**src/rtl/ddl_pkg.sv**
```systemverilog
// Purpose: shared constants and types of the decimating column loader
// Assumes: one 40 MHz system clock, Wishbone register access
// Notes: pixel clock and pins arrive asynchronously and are resynchronised

package ddl_pkg;

  // ----------------------------------------------------------------
  // Geometry and timing
  // ----------------------------------------------------------------
  localparam int DDL_NUM_CH = 6;
  localparam int DDL_CODE_W = 10;
  localparam int DDL_PTR_W = 3;
  localparam int DDL_SYNC_STAGES = 2;
  localparam logic [9:0] DDL_FULL_SCALE = 10'h3ff;
  localparam logic [2:0] DDL_CH_LEFT = 3'h0;
  localparam logic [2:0] DDL_CH_RIGHT = 3'h5;

  // ----------------------------------------------------------------
  // Register map (byte offsets)
  // ----------------------------------------------------------------
  localparam int DDL_ADR_W = 8;
  localparam logic [7:0] DDL_OFS_CTRL = 8'h00;
  localparam logic [7:0] DDL_OFS_STATUS = 8'h04;
  localparam logic [7:0] DDL_OFS_LATCH0 = 8'h10;
  localparam logic [7:0] DDL_OFS_OUT0 = 8'h30;

  // Control fields
  localparam int DDL_CTRL_EDGE_BIT = 0;
  localparam int DDL_CTRL_DIR_BIT = 1;
  localparam int DDL_CTRL_POL_BIT = 2;
  localparam int DDL_CTRL_HOLD_BIT = 3;
  localparam logic [3:0] DDL_CTRL_RST = 4'h1;

  // Status fields
  localparam int DDL_STAT_FRESH_LSB = 0;
  localparam int DDL_STAT_LOAD_BIT = 8;
  localparam int DDL_STAT_START_BIT = 9;
  localparam int DDL_STAT_XFER_BIT = 10;
  localparam int DDL_STAT_PTR_LSB = 12;

  // ----------------------------------------------------------------
  // Types
  // ----------------------------------------------------------------
  typedef struct packed {
    logic lp_hold;
    logic pol_inv;
    logic dir_sel;
    logic edge_sel;
  } ddl_ctrl_t;

  typedef struct packed {
    logic pix_clk;
    logic [DDL_CODE_W-1:0] code;
    logic start;
    logic xfer;
  } ddl_pins_t;

  typedef enum logic {DDL_IDLE, DDL_LOAD} ddl_seq_t;

endpackage

```
**src/rtl/ddl_sync.sv**
```systemverilog
// Purpose: two-stage resynchroniser for a bundle of asynchronous pins
// Assumes: each bit is a level, no bus coherency across bits needed
// Notes: stage one feeds stage two only

module ddl_sync
  import ddl_pkg::*;
#(
  parameter int W = 1
)
(
  // System
  input wire logic clk_i,
  input wire logic rst_i,
  // Data
  input wire logic [W-1:0] d_i,
  output logic [W-1:0] q_o
);

  logic [W-1:0] meta_r;

  if (W < 1)
  begin : g_bad_w
    $error("ddl_sync: W must be at least 1");
  end

  always_ff @(posedge clk_i)
  begin
    if (rst_i)
    begin
      meta_r <= '0;
      q_o <= '0;
    end
    else
    begin
      meta_r <= d_i;
      q_o <= meta_r;
    end
  end

endmodule

```
**src/rtl/ddl_col_conv.sv**
```systemverilog
// Purpose: digital transfer function of one column channel
// Assumes: code is stable between output transfers
// Notes: magnitude is full scale minus code, sign from polarity

module ddl_col_conv
  import ddl_pkg::*;
(
  // System
  input wire logic clk_i,
  input wire logic rst_i,
  // Control
  input wire logic pol_inv_i,
  input wire logic lp_hold_i,
  // Channel
  input wire logic [DDL_CODE_W-1:0] code_i,
  output logic [DDL_CODE_W-1:0] level_o,
  output logic above_mid_o
);

  always_ff @(posedge clk_i)
  begin
    if (rst_i || lp_hold_i)
    begin
      // Debiased: no drive away from the white reference
      level_o <= '0;
      above_mid_o <= 1'b0;
    end
    else
    begin
      level_o <= DDL_FULL_SCALE - code_i;
      above_mid_o <= pol_inv_i;
    end
  end

endmodule

```
**src/rtl/ddl_loader.sv**
```systemverilog
// Purpose: input-side control of a six-channel decimating column driver
// Assumes: pixel clock at most a quarter of clk_i, pins held 3+ cycles
// Notes: pin levels are sampled just before each detected pixel edge
//
// Added by the designer: the Wishbone register port and the register offsets.

module ddl_loader
  import ddl_pkg::*;
(
  // System
  input wire logic clk_i,
  input wire logic rst_i,
  // Wishbone slave
  input wire logic wb_cyc_i,
  input wire logic wb_stb_i,
  input wire logic wb_we_i,
  input wire logic [DDL_ADR_W-1:0] wb_adr_i,
  input wire logic [3:0] wb_sel_i,
  input wire logic [31:0] wb_dat_i,
  output logic [31:0] wb_dat_o,
  output logic wb_ack_o,
  // Timing controller pins
  input wire logic pixel_clock_i,
  input wire logic [DDL_CODE_W-1:0] pixel_code_input_i,
  input wire logic sequence_start_strobe_i,
  input wire logic output_transfer_strobe_i,
  // Column outputs
  output logic [DDL_NUM_CH-1:0][DDL_CODE_W-1:0] column_voltage_outputs_o,
  output logic [DDL_NUM_CH-1:0] column_above_mid_o,
  output logic column_bias_en_o
);

  // ----------------------------------------------------------------
  // Declarations
  // ----------------------------------------------------------------
  ddl_pins_t pins_raw;
  ddl_pins_t pins_s;
  ddl_pins_t pins_prev_r;
  ddl_ctrl_t ctrl_r;
  ddl_seq_t seq_r;
  logic [DDL_PTR_W-1:0] ptr_r;
  logic [DDL_PTR_W-1:0] ptr_nxt;
  logic [DDL_PTR_W-1:0] cnt_r;
  logic [DDL_PTR_W-1:0] first_ch;
  logic start_armed_r;
  logic xfer_seen_r;
  logic [DDL_NUM_CH-1:0] fresh_r;
  logic [DDL_CODE_W-1:0] latch_r [DDL_NUM_CH];
  logic [DDL_CODE_W-1:0] out_r [DDL_NUM_CH];
  logic pix_rise;
  logic pix_fall;
  logic act_edge;
  logic load_en;
  logic [DDL_PTR_W-1:0] load_ch;
  logic wb_req;
  logic [31:0] rd_data;
  logic [31:0] status_word;

  // ----------------------------------------------------------------
  // Elaboration checks
  // ----------------------------------------------------------------
  // The pointer must reach every channel and the far end must be the
  // last channel, or the fill walk would skip or overrun a latch.
  if (DDL_NUM_CH > (1 << DDL_PTR_W) || DDL_CH_RIGHT != DDL_NUM_CH - 1)
  begin : g_chk
    $error("ddl_loader: channel count does not fit the pointer width");
  end

  // ----------------------------------------------------------------
  // Pin resynchronisation
  // ----------------------------------------------------------------
  assign pins_raw.pix_clk = pixel_clock_i;
  assign pins_raw.code = pixel_code_input_i;
  assign pins_raw.start = sequence_start_strobe_i;
  assign pins_raw.xfer = output_transfer_strobe_i;

  ddl_sync #(
    .W($bits(ddl_pins_t))
  ) u_pin_sync (
    .clk_i(clk_i),
    .rst_i(rst_i),
    .d_i(pins_raw),
    .q_o(pins_s)
  );

  // One more stage gives the pin levels as they stood before an edge,
  // which is what the controller set up for that edge.
  always_ff @(posedge clk_i)
  begin
    if (rst_i)
      pins_prev_r <= '0;
    else
      pins_prev_r <= pins_s;
  end

  // ----------------------------------------------------------------
  // Pixel clock edge detection
  // ----------------------------------------------------------------
  assign pix_rise = pins_s.pix_clk & ~pins_prev_r.pix_clk;
  assign pix_fall = ~pins_s.pix_clk & pins_prev_r.pix_clk;
  assign act_edge = ctrl_r.edge_sel ? pix_rise : pix_fall;

  // ----------------------------------------------------------------
  // Load sequencing
  // ----------------------------------------------------------------
  assign first_ch = ctrl_r.dir_sel ? DDL_CH_RIGHT : DDL_CH_LEFT;
  assign load_en = act_edge & (start_armed_r | (seq_r == DDL_LOAD));
  assign load_ch = start_armed_r ? first_ch : ptr_r;

  always_comb
  begin
    // Step away from the end the sequence started at
    if (ctrl_r.dir_sel)
      ptr_nxt = load_ch - 3'h1;
    else
      ptr_nxt = load_ch + 3'h1;
  end

  // Start strobe arms on one active edge, the sequence opens on the next
  always_ff @(posedge clk_i)
  begin
    if (rst_i)
      start_armed_r <= 1'b0;
    else if (act_edge)
      start_armed_r <= pins_prev_r.start;
  end

  always_ff @(posedge clk_i)
  begin
    if (rst_i)
    begin
      seq_r <= DDL_IDLE;
      ptr_r <= '0;
      cnt_r <= '0;
    end
    else if (load_en)
    begin
      ptr_r <= ptr_nxt;
      if (start_armed_r)
      begin
        // A fresh start restarts even a sequence already running
        seq_r <= DDL_LOAD;
        cnt_r <= 3'h1;
      end
      else if (cnt_r == DDL_CH_RIGHT)
      begin
        seq_r <= DDL_IDLE;
        cnt_r <= '0;
      end
      else
        cnt_r <= cnt_r + 3'h1;
    end
  end

  // Channel latches: one code per active edge of a load sequence
  always_ff @(posedge clk_i)
  begin
    if (rst_i)
    begin
      for (int i = 0; i < DDL_NUM_CH; i++)
        latch_r[i] <= '0;
    end
    else if (load_en)
      latch_r[load_ch] <= pins_prev_r.code;
  end

  // ----------------------------------------------------------------
  // Output transfer
  // ----------------------------------------------------------------
  // Detect on a rising edge only, act on the following rising edge
  always_ff @(posedge clk_i)
  begin
    if (rst_i)
      xfer_seen_r <= 1'b0;
    else if (pix_rise)
      xfer_seen_r <= pins_prev_r.xfer;
  end

  always_ff @(posedge clk_i)
  begin
    if (rst_i)
    begin
      for (int i = 0; i < DDL_NUM_CH; i++)
        out_r[i] <= '0;
    end
    else if (pix_rise && xfer_seen_r)
    begin
      for (int i = 0; i < DDL_NUM_CH; i++)
        out_r[i] <= latch_r[i];
    end
  end

  // Fresh mask shows which latches hold codes not yet transferred;
  // a load in the transfer cycle keeps its bit set.
  always_ff @(posedge clk_i)
  begin
    if (rst_i)
      fresh_r <= '0;
    else
    begin
      for (int i = 0; i < DDL_NUM_CH; i++)
      begin
        if (load_en && load_ch == DDL_PTR_W'(i))
          fresh_r[i] <= 1'b1;
        else if (pix_rise && xfer_seen_r)
          fresh_r[i] <= 1'b0;
      end
    end
  end

  // ----------------------------------------------------------------
  // Column conversion
  // ----------------------------------------------------------------
  for (genvar g = 0; g < DDL_NUM_CH; g++)
  begin : g_col
    ddl_col_conv u_conv (
      .clk_i(clk_i),
      .rst_i(rst_i),
      .pol_inv_i(ctrl_r.pol_inv),
      .lp_hold_i(ctrl_r.lp_hold),
      .code_i(out_r[g]),
      .level_o(column_voltage_outputs_o[g]),
      .above_mid_o(column_above_mid_o[g])
    );
  end

  always_ff @(posedge clk_i)
  begin
    if (rst_i)
      column_bias_en_o <= 1'b0;
    else
      column_bias_en_o <= ~ctrl_r.lp_hold;
  end

  // ----------------------------------------------------------------
  // Wishbone slave
  // ----------------------------------------------------------------
  assign wb_req = wb_cyc_i & wb_stb_i & ~wb_ack_o;

  always_ff @(posedge clk_i)
  begin
    if (rst_i)
      wb_ack_o <= 1'b0;
    else
      wb_ack_o <= wb_req;
  end

  always_ff @(posedge clk_i)
  begin
    if (rst_i)
      ctrl_r <= ddl_ctrl_t'(DDL_CTRL_RST);
    else if (wb_req && wb_we_i && wb_sel_i[0]
             && wb_adr_i == DDL_OFS_CTRL)
      ctrl_r <= ddl_ctrl_t'(wb_dat_i[DDL_CTRL_HOLD_BIT:0]);
  end

  always_comb
  begin
    status_word = '0;
    status_word[DDL_STAT_FRESH_LSB +: DDL_NUM_CH] = fresh_r;
    status_word[DDL_STAT_LOAD_BIT] = (seq_r == DDL_LOAD);
    status_word[DDL_STAT_START_BIT] = start_armed_r;
    status_word[DDL_STAT_XFER_BIT] = xfer_seen_r;
    status_word[DDL_STAT_PTR_LSB +: DDL_PTR_W] = ptr_r;
  end

  always_comb
  begin
    rd_data = '0;
    if (wb_adr_i == DDL_OFS_CTRL)
      rd_data[DDL_CTRL_HOLD_BIT:0] = ctrl_r;
    else if (wb_adr_i == DDL_OFS_STATUS)
      rd_data = status_word;
    for (int i = 0; i < DDL_NUM_CH; i++)
    begin
      if (wb_adr_i == DDL_OFS_LATCH0 + DDL_ADR_W'(4 * i))
        rd_data[DDL_CODE_W-1:0] = latch_r[i];
      if (wb_adr_i == DDL_OFS_OUT0 + DDL_ADR_W'(4 * i))
        rd_data[DDL_CODE_W-1:0] = out_r[i];
    end
  end

  // Unmapped addresses still acknowledge and read zero
  always_ff @(posedge clk_i)
  begin
    if (rst_i)
      wb_dat_o <= '0;
    else if (wb_req && !wb_we_i)
      wb_dat_o <= rd_data;
  end

endmodule

```
**config.mk**
```make
export PLATFORM = sky130hd
export DESIGN_NAME = ddl_loader
export DESIGN_NICKNAME = d
export VERILOG_FILES = /design/src/rtl/ddl_pkg.sv /design/src/rtl/ddl_sync.sv /design/src/rtl/ddl_col_conv.sv /design/src/rtl/ddl_loader.sv
export SDC_FILE = /design/constraint.sdc
export NUM_CORES = 1
export LEC_CHECK = 0
export BUFFER_PORTS_ARGS = -buffer_cell sky130_fd_sc_hd__buf_4
export CORE_MARGIN = 4
export CORE_UTILIZATION = 51
export CTS_CLUSTER_SIZE = 40
export DETAILED_ROUTE_END_ITERATION = 10
export PLACE_DENSITY = 0.73
export SLEW_MARGIN = 10
export SYNTH_ARGS = -nofsm -noshare
export SYNTH_HDL_FRONTEND = slang
export SYNTH_SLANG_ARGS = --single-unit
```
**constraint.sdc**
```tcl
create_clock -name clk_i -period 2.12 [get_ports clk_i]
set_input_delay 0.106 -clock clk_i [delete_from_list [all_inputs] [get_ports clk_i]]
set_output_delay 0.106 -clock clk_i [all_outputs]
set_load 0.01 [all_outputs]
```
==> impl_metrics.csv <==
group,metric,value,unit
floorplan,io_pins,162,
pwr,ir_drop,0.000598,V
layout,final_area,12500,sq um
global_routing,grt_max_degree,62,
placed_design,dp_hpwl,18200,um
floorplan,dieArea,22000,sq um
synthesis,syn_avg_cell_area,11.2,sq um
cts,numClockSinks,255,
timing,skew,0.0171,ns
global_routing,antenna_found_initial,0,
placed_design,port_buffers,112,
synthesis,synth_area_leaders,"edfxtp_1 36%, dfxtp_1 27%, nor2_1 5.5%",
synthesis,synth_seq_area_share,0.629,
timing,hold_violations,0,
floorplan,core,19400,sq um
synthesis,synth_fa_ha_area_frac,0.00873,
cts,clk_pin_slew,0.06,ns
critical_path,cp.arrival,2.43,ns
cts,tritoncts,"built",
timing,fmax,494,MHz
cts,cts_root_buffer,"clkbuf_16",
timing,setup_tns,0,ns
layout,drive_gt1_frac,0.223,
critical_path,crit_buf_inv,3,
synthesis,ys.warnings.count,0,
synthesis,postSynthCellCount,892,
timing,max_slew.worst_pin.slew,0.547,ns
timing,setup_viol,0,
synthesis,syn_area,10000,sq um
floorplan,die_x,148,um
job,max_cap_viol_count,0,
pwr,p_per_area,834,nW/um^2
routing,viasPerCell,5.36,
timing,period_needed,2.02,ns
run_status,outcome,"complete, no violations",
layout,fin_nets,1129,
placed_design,placedCellCount,1276,
synthesis,ys_ff_latch,255,
critical_path,startpoint_type,"register",
pwr,power_leakage,5.00,nW
layout,areaGrowthSynthToFinish,24.6,%
synthesis,synthFlopType,"dfxtp_1",
timing,maxSlewViolCount,0,
placed_design,placed_area,11400,sq um
timing,layout_worst_path_cycle_share,0.955,
global_routing,grt_overflow,0,
floorplan,chipHeight,148,um
routing,antenna_left,0,
timing,slew_headroom,0.633,
hold_path,min_path_type,"input pin to register",
global_routing,grt_pass1_wl,39100,um
synthesis,synth_compound_area_frac,0.101,
critical_path,slowest_delay,0.56,ns
synthesis,muxShareOfSynthArea,0.0247,
critical_path,crit_family,"buffers and inverters",
critical_path,cp.required,2.52,ns
cts,clock_latency,0.52,ns
floorplan,initial_core_util,0.517,
synthesis,synth_edf_count,120,
synthesis,netlist.area_leader.share,0.359,
floorplan,rows,51,
cts,htreeDepth,1,
synthesis,yosys.area_share.simple,0.188,
timing,rsz0062_at_grt,"false",
critical_path,crit_chain,"nand3b_1 -> buf_4 -> nor3_4 -> buf_6 -> mux2i_1 -> nor2_1 -> dlygate4sd3_1",
cts,clockBufferDepth,3,
global_routing,grt_usage,0.230,
cts,numCtsBuffers,25,
layout,stdcell_count,1343,
global_routing,grt_pass1_vias,6883,
critical_path,worst_setup_path_end_kind,"register",
critical_path,crit_type,"register to register",
synthesis,yosys.area.top_type,"edfxtp_1",
timing,holdWs,0.0331,ns
placed_design,finalWeightedCongestion,0.923,
routing,drcViolationCount,0,
routing,vias,7193,
critical_path,worst-path-max-fanout,4,
layout,antenna_cells,0,
routing,wl_per_cell,18.9,um
synthesis,synth_cell_types,74,
routing,totalWireLength,25400,um
synthesis,async_flop_share,0,
routing,first_pass_iters,5,
routing,drtIter0Drc,614,
synthesis,synth_xor_area_frac,0.000873,
synthesis,synth_top_family_by_area,"simple AND/OR/NAND/NOR gates",
critical_path,worst_path_max_delay_cell,"dlygate4sd3_1",
## sequential cells by signal, summed over array words and instances (netlist names), 3 cells and up
name,count
ptr_r,3
out_r,60
u_pin_sync.q_o,13
ctrl_r,4
fresh_r,6
pins_prev_r,13
latch_r,60
cnt_r,3
g_col.u_conv.level_o,60
wb_dat_o,14
u_pin_sync.meta_r,13
## Yosys cell counts, drive strengths merged (2+ instances only)
master,n
a22o,5
or4b,2
o311ai,3
a211oi,6
a2111oi,4
a21oi,35
a31oi,4
nand3,6
edfxtp,120
and2,69
nor3,12
mux2i,18
dfxtp,135
mux2,6
nor4b,2
o22ai,10
inv,21
a32o,3
nor4,4
nand4,3
nor2,147
o31ai,2
nand4bb,2
a221oi,3
o22a,2
nand3b,6
or3,3
nand2,40
a41o,2
buf,43
clkbuf,31
nand2b,6
o2111ai,2
o21a,2
nor3b,5
ha,7
or2,4
o21bai,2
o32ai,2
o211ai,2
o21ai,24
o221ai,12
nor2b,45
a22oi,12
## cell usage in the layout, fill, tap and decap left out, drive strengths merged, types with 10 or more instances in the layout
| master | Yosys | final |
|---|---|---|
| o221ai | 12 | 12 |
| buf | 43 | 176 |
| edfxtp | 120 | 120 |
| nor3 | 12 | 12 |
| o21ai | 24 | 24 |
| nor2 | 147 | 147 |
| conb | 1 | 18 |
| o22ai | 10 | 10 |
| dlygate4sd3 | 0 | 22 |
| clkbuf | 31 | 33 |
| nand2 | 40 | 40 |
| mux2i | 18 | 18 |
| a21oi | 35 | 35 |
| nor2b | 45 | 45 |
| and2 | 69 | 69 |
| dfxtp | 135 | 135 |
| a22oi | 12 | 12 |
| inv | 21 | 22 |
## power by group
| group | total [mW] | internal [mW] | switching (mW) |
|---|---|---|---|
| clock | 4.37 | 2.61 | 1.77 |
| combinational | 0.642 | 0.286 | 0.356 |
| sequential | 5.41 | 5.32 | 0.0851 |
## cells by family after synthesis
group	after synthesis
other	1
XOR/XNOR	1
multiplexers	24
AO/OA/AOI/OAI	146
adder cells (fa/ha/maj)	7
AND/OR/NAND/NOR	362
buffers and inverters	96
flip-flops	255
## metal layers
layer / vias up / global-route usage / part of all wire
met3: 65 / 0.0414 / 0.083
met4: 0 / 0.0767 / 0.034
met2: 328 / 0.377 / 0.47
li1: 3424 / - / -
met1: 3376 / 0.312 / 0.41
met5: - / 0 / 0
## final cells by class
cell class                 instances  area (sq um)
sequential                       255          6310
clock inverter                    12           139
clock buffer                      33           676
fill                            1551          6900
inverter                          22          86.3
timing repair buffer             198          1630
tap                              265           332
multi-input combinational        558          3330
## worst paths after layout
| kind | startpoint | to | slack [ns] | depth (start not counted) |
|---|---|---|---|---|
| setup / recovery | wb_ack_o$_SDFF_PP0_ | ctrl_r[3]$_SDFFE_PP0P_ | 0.1 | 7 |
| hold / removal | wb_we_i | wb_dat_o[0]$_SDFFE_PP0P_ | 0.03 | 4 |
| setup reg to reg | wb_ack_o$_SDFF_PP0_ | ctrl_r[3]$_SDFFE_PP0P_ | 0.1 | 7 |
| hold reg to reg | out_r[1][5]$_SDFFCE_PN0P_ | g_col[1].u_conv.level_o[5]$_SDFF_PP0_ | 0.43 | 1 |
## through the flow
| stage | total power [mW] | setup WS, ns | utilization |
|---|---|---|---|
| 2_1_floorplan | 5.82 | 0.0241 | - |
| 4_1_cts | 10.5 | 0.0363 | 0.644 |
| 3_3_place_gp | 6.11 | 0.106 | 0.590 |
| 5_1_grt | 10.8 | 0.0139 | 0.645 |
| 3_5_place_dp | 6.12 | 0.0771 | 0.590 |
| 6_report | 10.4 | 0.0956 | 0.645 |
## worst reg2reg max path, stage by stage, from the launching register on
cell and delay, ns:
dfxtp_1 0.31, nand3b_1 0.22, buf_4 0.20, nor3_4 0.20
buf_6 0.15, mux2i_1 0.21, nor2_1 0.06, dlygate4sd3_1 0.56
## repair_timing
action,4_1_cts,5_1_grt
setup endpoints to repair,0,18
setup buffers,0,0
resized for setup,0,4
hold endpoints to repair,24,0
hold buffers,22,0
No activity file was read; power rests on OpenSTA's default activity.
